$ cat src/hdl/pcg_regs.vh
/*
 * register map, field positions, reset values and event codes of the
 * peripheral clock gating block.
 * assumes a 32-bit apb slave with byte addresses, one word per register.
 */
`ifndef PCG_REGS_VH
`define PCG_REGS_VH

`define PCG_ADDR_W 12
`define PCG_OFF_RUN_CFG 12'h060
`define PCG_OFF_GATE_ZERO 12'h100
`define PCG_OFF_GATE_ONE 12'h104
`define PCG_OFF_SLEEP_ONE 12'h114
`define PCG_OFF_DEEP_ONE 12'h124
`define PCG_OFF_IRQ_STATUS 12'h200
`define PCG_OFF_IRQ_CLEAR 12'h204
`define PCG_OFF_IRQ_ENABLE 12'h208

`define PCG_RESET_WORD 32'h00000000

// writable bits of each gating word; all others are reserved and read zero
`define PCG_GATE_ONE_MASK 32'h570f53f7
`define PCG_GATE_ZERO_MASK 32'h00000048
`define PCG_BIT_HIB 6
`define PCG_BIT_WATCHDOG_ZERO_ENABLE 3
`define PCG_BIT_EXT_PERIPH_IF_ENABLE 30
`define PCG_BIT_AUDIO_SERIAL_ZERO_ENABLE 28
`define PCG_BIT_AUTO_GATE 27

// module index space: 0..31 gate-one bits, 32..38 gate-zero bits 0..6
`define PCG_NUM_MOD 39
`define PCG_ID_W 6

// interrupt status bits
`define PCG_EVT_RD_FAULT 0
`define PCG_EVT_WR_FAULT 1
`define PCG_EVT_W 2

// power modes
`define PCG_MODE_RUN 2'h0
`define PCG_MODE_SLEEP 2'h1
`define PCG_MODE_DEEP 2'h2

`endif

$ cat src/hdl/pcg_clk_gate.v
/*
 * glitch-free clock gate cell for one peripheral clock.
 * assumes en is synchronous to clk; it is re-timed on the low phase.
 */
`timescale 1ns/1ps
module pcg_clk_gate (
    // clock and reset
    input wire clk,
    input wire rst_n,
    // control
    input wire en,
    // gated clock
    output wire gclk
);
    reg en_low_reg;

    // enable only changes while clk is low, so no pulse is ever cut short
    always @(negedge clk or negedge rst_n) begin
        if (!rst_n) begin
            en_low_reg <= 1'b0;
        end else begin
            en_low_reg <= en;
        end
    end

    assign gclk = clk & en_low_reg; // RL18
endmodule // pcg_clk_gate

$ cat src/hdl/pcg_clock_gating.v
/*
 * peripheral clock gating: run, sleep and deep-sleep gating words, an apb
 * register slave, one gated clock per peripheral and a bus fault check.
 * assumes the processor reports each peripheral access on periph_access
 * with the peripheral index, and that sleep inputs are synchronous to pclk.
 */
// What this block does
// RL1 - enable bit clocks module, zero disables it
// RL2 - access to unclocked module gives bus fault
// RL3 - gating word resets to all zero
// RL4 - software enables modules before using them
// RL5 - run, sleep, deep-sleep gating words provided; gate zero has only a run word here
// RL6 - sleep words apply only with auto gating
// RL7 - run gating word one at 0x104
// RL8 - gate zero bit 6 enables hibernation
// RL9 - gate zero bit 3 enables watchdog zero
// RL10 - bit 30 enables external peripheral interface
// RL11 - bit 28 enables audio serial zero
// RL12 - reserved bits read only, read zero
// RL13 - software preserves reserved bits on update
// RL14 - unused enable bits harm nothing
// RL15 - bits 26..24 enable comparators two..zero
// RL16 - bits 19..16 enable counters three..zero
// RL17 - bits 14, 12 enable two-wire one, zero
// RL18 - glitch-free gate cell per module
`timescale 1ns/1ps
`include "pcg_regs.vh"
module pcg_clock_gating (
    // apb clock and reset
    input wire pclk,
    input wire presetn,
    // apb slave
    input wire psel,
    input wire penable,
    input wire pwrite,
    input wire [`PCG_ADDR_W-1:0] paddr,
    input wire [31:0] pwdata,
    output reg [31:0] prdata,
    output reg pready,
    output reg pslverr,
    // power mode requests from the core
    input wire sleep_req,
    input wire deep_sleep_req,
    // peripheral access check
    input wire periph_access,
    input wire periph_write,
    input wire [`PCG_ID_W-1:0] periph_id,
    output reg periph_fault,
    // gated clocks and enables
    output wire [`PCG_NUM_MOD-1:0] periph_gclk,
    output reg [`PCG_NUM_MOD-1:0] periph_enable,
    // interrupt
    output reg irq
);
    reg [31:0] run_clock_config_reg;
    reg [31:0] run_clock_gate_zero_reg;
    reg [31:0] run_clock_gate_one_reg;
    reg [31:0] sleep_clock_gate_one_reg;
    reg [31:0] deep_sleep_clock_gate_one_reg;
    reg [`PCG_EVT_W-1:0] irq_status_reg;
    reg [`PCG_EVT_W-1:0] irq_enable_reg;
    reg [1:0] mode_reg;
    reg [1:0] mode_next;
    reg [31:0] gate_sel_next;
    reg [`PCG_NUM_MOD-1:0] enable_next;
    reg [31:0] rdata_next;
    reg addr_ok_next;
    reg [`PCG_EVT_W-1:0] evt_set;
    reg [`PCG_EVT_W-1:0] evt_clr;

    wire setup_phase;
    wire wr_commit;
    wire auto_gating_select;

    assign setup_phase = psel & ~penable;
    assign wr_commit = psel & penable & pready & pwrite & ~pslverr;
    assign auto_gating_select = run_clock_config_reg[`PCG_BIT_AUTO_GATE];

    // power mode picks which gate-one word drives clocks 0..31
    always @* begin
        mode_next = `PCG_MODE_RUN;
        if (auto_gating_select) begin // RL6
            if (deep_sleep_req) begin
                mode_next = `PCG_MODE_DEEP;
            end else if (sleep_req) begin
                mode_next = `PCG_MODE_SLEEP;
            end
        end
    end

    always @* begin
        case (mode_reg)
            `PCG_MODE_SLEEP: gate_sel_next = sleep_clock_gate_one_reg; // RL5
            `PCG_MODE_DEEP: gate_sel_next = deep_sleep_clock_gate_one_reg; // RL5
            default: gate_sel_next = run_clock_gate_one_reg;
        endcase
        // gate-zero has no sleep copies here, so it follows run mode always
        enable_next = {run_clock_gate_zero_reg[6:0], gate_sel_next};
    end

    // read decode is done in the setup phase so prdata is a flop output
    always @* begin
        rdata_next = 32'h00000000;
        addr_ok_next = 1'b1;
        case (paddr)
            `PCG_OFF_RUN_CFG: rdata_next = run_clock_config_reg;
            `PCG_OFF_GATE_ZERO: rdata_next = run_clock_gate_zero_reg; // RL8 RL9
            `PCG_OFF_GATE_ONE: rdata_next = run_clock_gate_one_reg; // RL7
            `PCG_OFF_SLEEP_ONE: rdata_next = sleep_clock_gate_one_reg;
            `PCG_OFF_DEEP_ONE: rdata_next = deep_sleep_clock_gate_one_reg;
            `PCG_OFF_IRQ_STATUS: rdata_next = {30'h00000000, irq_status_reg};
            `PCG_OFF_IRQ_CLEAR: rdata_next = 32'h00000000;
            `PCG_OFF_IRQ_ENABLE: rdata_next = {30'h00000000, irq_enable_reg};
            default: addr_ok_next = 1'b0;
        endcase
    end

    // apb answer: one wait-free access phase after every setup
    always @(posedge pclk or negedge presetn) begin
        if (!presetn) begin
            pready <= 1'b0;
            pslverr <= 1'b0;
            prdata <= `PCG_RESET_WORD;
        end else begin
            pready <= setup_phase;
            if (setup_phase) begin
                pslverr <= ~addr_ok_next;
                prdata <= pwrite ? 32'h00000000 : rdata_next;
            end else begin
                pslverr <= 1'b0;
            end
        end
    end

    // gating words; masks keep reserved bits at zero
    always @(posedge pclk or negedge presetn) begin
        if (!presetn) begin
            run_clock_config_reg <= `PCG_RESET_WORD;
            run_clock_gate_zero_reg <= `PCG_RESET_WORD; // RL3
            run_clock_gate_one_reg <= `PCG_RESET_WORD; // RL3
            sleep_clock_gate_one_reg <= `PCG_RESET_WORD;
            deep_sleep_clock_gate_one_reg <= `PCG_RESET_WORD;
            irq_enable_reg <= 2'h0;
        end else if (wr_commit) begin
            case (paddr)
                `PCG_OFF_RUN_CFG: begin
                    run_clock_config_reg <= pwdata & (32'h1 << `PCG_BIT_AUTO_GATE);
                end
                `PCG_OFF_GATE_ZERO: begin
                    run_clock_gate_zero_reg <= pwdata & `PCG_GATE_ZERO_MASK; // RL8 RL9 RL12
                end
                `PCG_OFF_GATE_ONE: begin
                    // RL10 RL11 RL15 RL16 RL17
                    run_clock_gate_one_reg <= pwdata & `PCG_GATE_ONE_MASK; // RL12
                end
                `PCG_OFF_SLEEP_ONE: begin
                    sleep_clock_gate_one_reg <= pwdata & `PCG_GATE_ONE_MASK; // RL5
                end
                `PCG_OFF_DEEP_ONE: begin
                    deep_sleep_clock_gate_one_reg <= pwdata & `PCG_GATE_ONE_MASK; // RL5
                end
                `PCG_OFF_IRQ_ENABLE: begin
                    irq_enable_reg <= pwdata[`PCG_EVT_W-1:0];
                end
                default: begin
                    irq_enable_reg <= irq_enable_reg;
                end
            endcase
        end
    end

    // enables are re-timed once so every consumer sees the same edge;
    // bits of absent modules simply drive clocks nobody uses
    always @(posedge pclk or negedge presetn) begin
        if (!presetn) begin
            mode_reg <= `PCG_MODE_RUN;
            periph_enable <= {`PCG_NUM_MOD{1'b0}};
        end else begin
            mode_reg <= mode_next;
            periph_enable <= enable_next; // RL1 RL14
        end
    end

    genvar gi;
    generate
        for (gi = 0; gi < `PCG_NUM_MOD; gi = gi + 1) begin : g_gate
            pcg_clk_gate u_gate (
                .clk(pclk),
                .rst_n(presetn),
                .en(periph_enable[gi]),
                .gclk(periph_gclk[gi])
            ); // RL1 RL18
        end
    endgenerate

    // fault check against the enables the peripherals are actually getting
    wire id_in_range;
    wire target_on;
    assign id_in_range = (periph_id < `PCG_NUM_MOD);
    assign target_on = id_in_range & periph_enable[periph_id];

    always @(posedge pclk or negedge presetn) begin
        if (!presetn) begin
            periph_fault <= 1'b0;
        end else begin
            periph_fault <= periph_access & ~target_on; // RL2
        end
    end

    // sticky events; a set in the same cycle as its clear wins
    always @* begin
        evt_set = 2'h0;
        evt_set[`PCG_EVT_RD_FAULT] = periph_access & ~target_on & ~periph_write; // RL2
        evt_set[`PCG_EVT_WR_FAULT] = periph_access & ~target_on & periph_write; // RL2
        evt_clr = 2'h0;
        if (wr_commit && paddr == `PCG_OFF_IRQ_CLEAR) begin
            evt_clr = pwdata[`PCG_EVT_W-1:0];
        end
    end

    always @(posedge pclk or negedge presetn) begin
        if (!presetn) begin
            irq_status_reg <= 2'h0;
            irq <= 1'b0;
        end else begin
            irq_status_reg <= (irq_status_reg & ~evt_clr) | evt_set;
            irq <= |(((irq_status_reg & ~evt_clr) | evt_set) & irq_enable_reg);
        end
    end
endmodule // pcg_clock_gating

$ cat config.mk
export PLATFORM = sky130hd
export DESIGN_NAME = pcg_clock_gating
export DESIGN_NICKNAME = d
export VERILOG_FILES = /design/src/hdl/pcg_clk_gate.v /design/src/hdl/pcg_clock_gating.v
export VERILOG_INCLUDE_DIRS = /design/src /design/src/hdl
export SDC_FILE = /design/constraint.sdc
export NUM_CORES = 1
export LEC_CHECK = 0
export ABC_AREA = 1
export ABC_CLOCK_PERIOD_IN_PS = 1600
export BUFFER_PORTS_ARGS = -buffer_cell sky130_fd_sc_hd__buf_4
export CORE_ASPECT_RATIO = 0.7
export CORE_MARGIN = 3
export CORE_UTILIZATION = 31
export CTS_CLUSTER_SIZE = 10
export DETAILED_ROUTE_END_ITERATION = 10
export HOLD_SLACK_MARGIN = 0.15
export PLACE_DENSITY = 0.54
export REMOVE_ABC_BUFFERS = 1
export SYNTH_ARGS = -nofsm -noshare
export SYNTH_HDL_FRONTEND = slang
export SYNTH_SLANG_ARGS = --single-unit
export TNS_END_PERCENT = 5
$ cat constraint.sdc
create_clock -name pclk -period 1.6 [get_ports pclk]
set_input_delay 0.16 -clock pclk [delete_from_list [all_inputs] [get_ports pclk]]
set_output_delay 0.16 -clock pclk [all_outputs]
set_load 0.05 [all_outputs]
# Word level (Yosys, flattened, before mapping)
# Index checks and enable logic that the tools add are counted.
# word_totals
out_inout_bits	114
elab_cells	132
reg_bits	173
inputBits	59
# op_classes
bitwise_logic	52
n_reduce_logical	9
n_lt_le_gt_ge	2
mux	11
eq_ne	10
# op_table
cell	count
$pmux W31 S7	1
$pmux W31 S2	1
$eq A12 B9 Y1 const B	4
$and A1 B1 Y1	43
$eq A12 B10 Y1 const B	3
$mux W32	1
$eq A12 B7 Y1 const B	1
$reduce_and A2 Y1	6
$reduce_or A8 Y1	1
$lt A6 B7 Y1 const B	1
$bmux W1 S6	1
$lt A6 B6 Y1 const B	1
$mux W2	3
$not A1 Y1	5
$and A2 B2 Y2	2
$mux W1	4
$eq A2 B1 Y1 const B	1
$eq A2 B2 Y1 const B	1
$not A2 Y2	1
$or A2 B2 Y2	1
$reduce_or A2 Y1	1
$logic_and A1 B1 Y1	1

# Depth between registers and ports, before layout
# depth
ltp_word	11
ltp_mapped	14

# Cells and area by module
# From an unflattened synthesis, not the netlist that was laid out.
# hier_totals
hier_cells	844
area_unflattened_um2	6951.7
# modules_own_cells
mod	area_each_um2	n_inst	cells_per_inst
pcg_clock_gating	5683.0	1	727
pcg_clk_gate	32.5	39	3

==> results <==
- The later pin in the worst-skew pair is clocked with a latency of 540 ps.
- The number of DRC violations after detailed-routing iteration 0 is 389.
- The share of total power dissipated in sequential elements is 0.378.
- The maximum number of pins on one net before global-route repair is 117.
- The share of total power dissipated in combinational logic is 0.076.
- The length of the first detailed-routing pass in iterations is 6.
- During placement, the flow inserted port buffers numbering 118.
- The cell depth of the worst hold path is 9.
- The internal power summed over all cells is 6.968 mW.
- Summed over all cells, the static leakage comes to 4.808 nW.
- The cell area after layout is 9251 sq um.
- The HPWL after detailed placement is 12.30 mm.
- In this run the core area contains 45 standard-cell rows.
- The critical hold path startpoint is periph_id[1].
- The final layout contains 1048 nets.
- The top cell types in the final layout, fill and taps aside, are sky130_fd_sc_hd__nand2_1 (217), sky130_fd_sc_hd__dfrtp_1 (117), sky130_fd_sc_hd__nand3_1 (104), sky130_fd_sc_hd__buf_4 (104), sky130_fd_sc_hd__inv_1 (67).
- The number of enable flip-flop cells after synthesis is 0.
- The critical path is of the flop to output pin type.
- The class of the most critical hold timing path is input port to flop.
- From left edge to right edge, the die measures 184.4 um.
- The net switching power is 2.367 mW.
- The final count of hold timing violations is 0.
- The register area share after synthesis is 0.5034.
- The critical path starts at g_gate[7].u_gate.en_low_reg.
- The met2 wire length is 8.089 mm.
- The most common library cell in the layout ignoring fill and taps is sky130_fd_sc_hd__nand2_1.
- The floorplan step defined a die boundary enclosing 24140 sq um.
- TritonCTS built the clock tree.
- The area of all sequential standard cells is 3478 sq um.
- The via count of the first global-routing pass was 5903.
- During synthesis, Yosys emitted a total of 0 warnings.
- Counting tap cells, the placed design contains a total of 1192 instances.
- The max-slew violation count is 0.
- The area overhead of the layout relative to synthesis is 33.90%.
- The clock share of power is 0.546.
- The routed layout has 5852 vias.
- The worst register-to-register path has a setup slack of 80 ps.
- Of the cells placed in the final design, the portion with a size suffix greater than 1 is 0.2146.
- The area fraction of the dominant cell type after synthesis is 0.4238.
- The nature of the critical path endpoint is an output pin.
- The first global-routing pass estimated 30.34 mm of wire.
- The origin of the critical flop-to-flop path is mode_reg[0].
- The buffers inserted during post-CTS setup optimization is 0.
- For this run, design rule violations remaining after detail routing come to 0.
- The maximum fanout along the worst path is 1.
- Routability-driven placement finished with a final weighted congestion of 0.8184.
- The total area of multi-input combinational cells is 2474 sq um.
- STA classifies the critical path startpoint as a flop.
- Fill cells in the final layout number 2137.
- The initial cell density of the core is 0.3171.
- For this design the top-level I/O count stands at 173.
- For this run, the total global-route usage over all layers was measured as 0.1656.
- The worst hold slack across all endpoints is 277.9 ps.
- The most used flip-flop cell after synthesis is sky130_fd_sc_hd__dfrtp_1.
- The post-detailed-routing wire length is 19.34 mm.
- The total overflow left after global routing is 0.
- Of the total power, the share spent switching nets is 0.2536.
- The count of mapped cells out of synthesis is 853.
- The per-cell via count in the routed design is 4.558.
- The number of antenna cells inserted is 0.
- The synthesized flop and latch total is 139.
- In this run the cell area of the synthesized design comes to 6909 sq um.
- The clock input transition at the sequential cells of the worst setup and hold paths is 50 ps.
- In this run the top signal layer used is met4.
- Averaged over all synthesized cells, the footprint is 8.100 sq um.
- The number of antenna violations at the first check in global routing came to 1.
- The placed instances occupy a cell area of 7826 sq um.
- The capture instance of the worst register-to-register path is periph_enable[24].
- The finished layout holds 1284 standard cells, fillers aside.
- The count of nets left with antenna violations once routing finished came out at 0.
- The power density over cell area is 1009 nW/um^2.
- For the worst setup path, the data arrival time is 2020 ps.
- The proportion of synthesized flip-flops having asynchronous set or reset is 1.000.
- The depth of the worst register-to-register path is 6.
- The peak supply drop is 737.2 uV.
- The relative slew slack is 0.5833.
- The die boundary height is 130.9 um.
- The worst-case hold path end point is periph_fault.
- Data on the critical path is required at its endpoint by 1440 ps.
- The count of distinct cell types in the synthesized netlist is 28.
- The run finished, with violations left.
- The final reports fail on setup timing.
- The wire length per cell is 15.06 um.
- The worst setup margin is -578.3 ps.
- Max-cap violations in this run came to 0.
- The met3 wirelength from detailed routing is 1.446 mm.
- Setup repair after global routing could not meet its margin everywhere.
- After synthesis, the cell types taking the most area are sky130_fd_sc_hd__dfrtp_1 (42%), sky130_fd_sc_hd__nand2_1 (12%), sky130_fd_sc_hd__buf_4 (9.8%).
- After detailed routing, the wire length on met1 is 9.544 mm.
- At the pin with the least slew margin, the transition time is 625.0 ps.
- Setup violations remaining at the end of the flow were counted as 44.
- The floorplan step defined a core boundary enclosing 21790 sq um.
- Of all cell types, the one taking the most synthesized area is sky130_fd_sc_hd__dfrtp_1.
- The clock tree skew after final layout is 8.990 ps.
-- per-stage QoR --
| step | TNS (ps) | total power, mW | utilization | worst slack, ps |
|---|---|---|---|---|
| floorplan | -36980 | 3.954 | - | -727.3 |
| finish | -11710 | 9.335 | 0.4246 | -578.3 |
| detailed placement | -4.965 | 4.217 | 0.3592 | -4.965 |
| global placement | 0 | 4.215 | 0.3592 | 12.60 |
| global route | -12830 | 9.690 | 0.4246 | -625.2 |
| CTS | -12190 | 9.418 | 0.4215 | -575.9 |
-- worst max-delay path by stage --
stage | endpoint | slack, ps
5_1_grt | periph_gclk[7] | -630
3_3_place_gp | periph_gclk[24] | 10
4_1_cts | periph_gclk[0] | -580
3_5_place_dp | periph_gclk[19] | -5
2_1_floorplan | deep_sleep_clock_gate_one_reg[0] | -730
6_report | periph_gclk[7] | -580
-- cells by family after synthesis --
logic type | Yosys count | synth area share
and+or+nand+nor | 390 | 0.2438
buffers and inverters | 209 | 0.1659
AOI/OAI and AO/OA | 111 | 0.08113
other | 1 | 0.0005428
DFF | 139 | 0.5034
muxes | 1 | 0.001630
adders and majority gates | 2 | 0.003621
-- cells in the mapped netlist (all sizes together), types with 6 or more instances --
master  instances
nor3            6
clkbuf         19
inv            81
nand2         224
nor2           46
dfrtn          22
a21oi          41
nand4           6
nand3         106
o21ai          68
buf           109
dfrtp         117
-- area by class of cell --
cell class | instances | area share
sequential | 139 | 0.3760
clock inverter | 30 | 0.01379
inverter | 59 | 0.02394
timing repair buffer | 168 | 0.1693
clock buffer | 58 | 0.1114
multi-input combinational | 548 | 0.2674
tap | 282 | 0.03814
-- what timing repair did --
action | CTS | global route
hold endpoints to repair | 207 | 0
setup endpoints to repair | 44 | 69
hold buffers | 48 | 0
pin swaps | 20 | 7
gates resized for setup | 22 | 31
-- power by group through the flow --
stage	sequential [mW]	clock, mW	combinational, mW
floorplan	3.61	0.0128	0.333
global placement	3.59	0.0131	0.611
detailed placement	3.59	0.0131	0.614
CTS	3.53	5.18	0.708
global route	3.53	5.39	0.770
finish	3.53	5.10	0.706
-- routing by layer --
layer  track usage  up-vias
met5             0        -
met4       0.08574        0
met3       0.05921       25
met2        0.2232      221
met1        0.2320     2744
li1              -     2862
-- critical path, stage by stage (launching register included) --
cell and delay (ps):
sky130_fd_sc_hd__dfrtn_1 410, sky130_fd_sc_hd__nand2_1 60, sky130_fd_sc_hd__inv_1 70, sky130_fd_sc_hd__buf_6 150
Power figures use the tool's default switching activity.
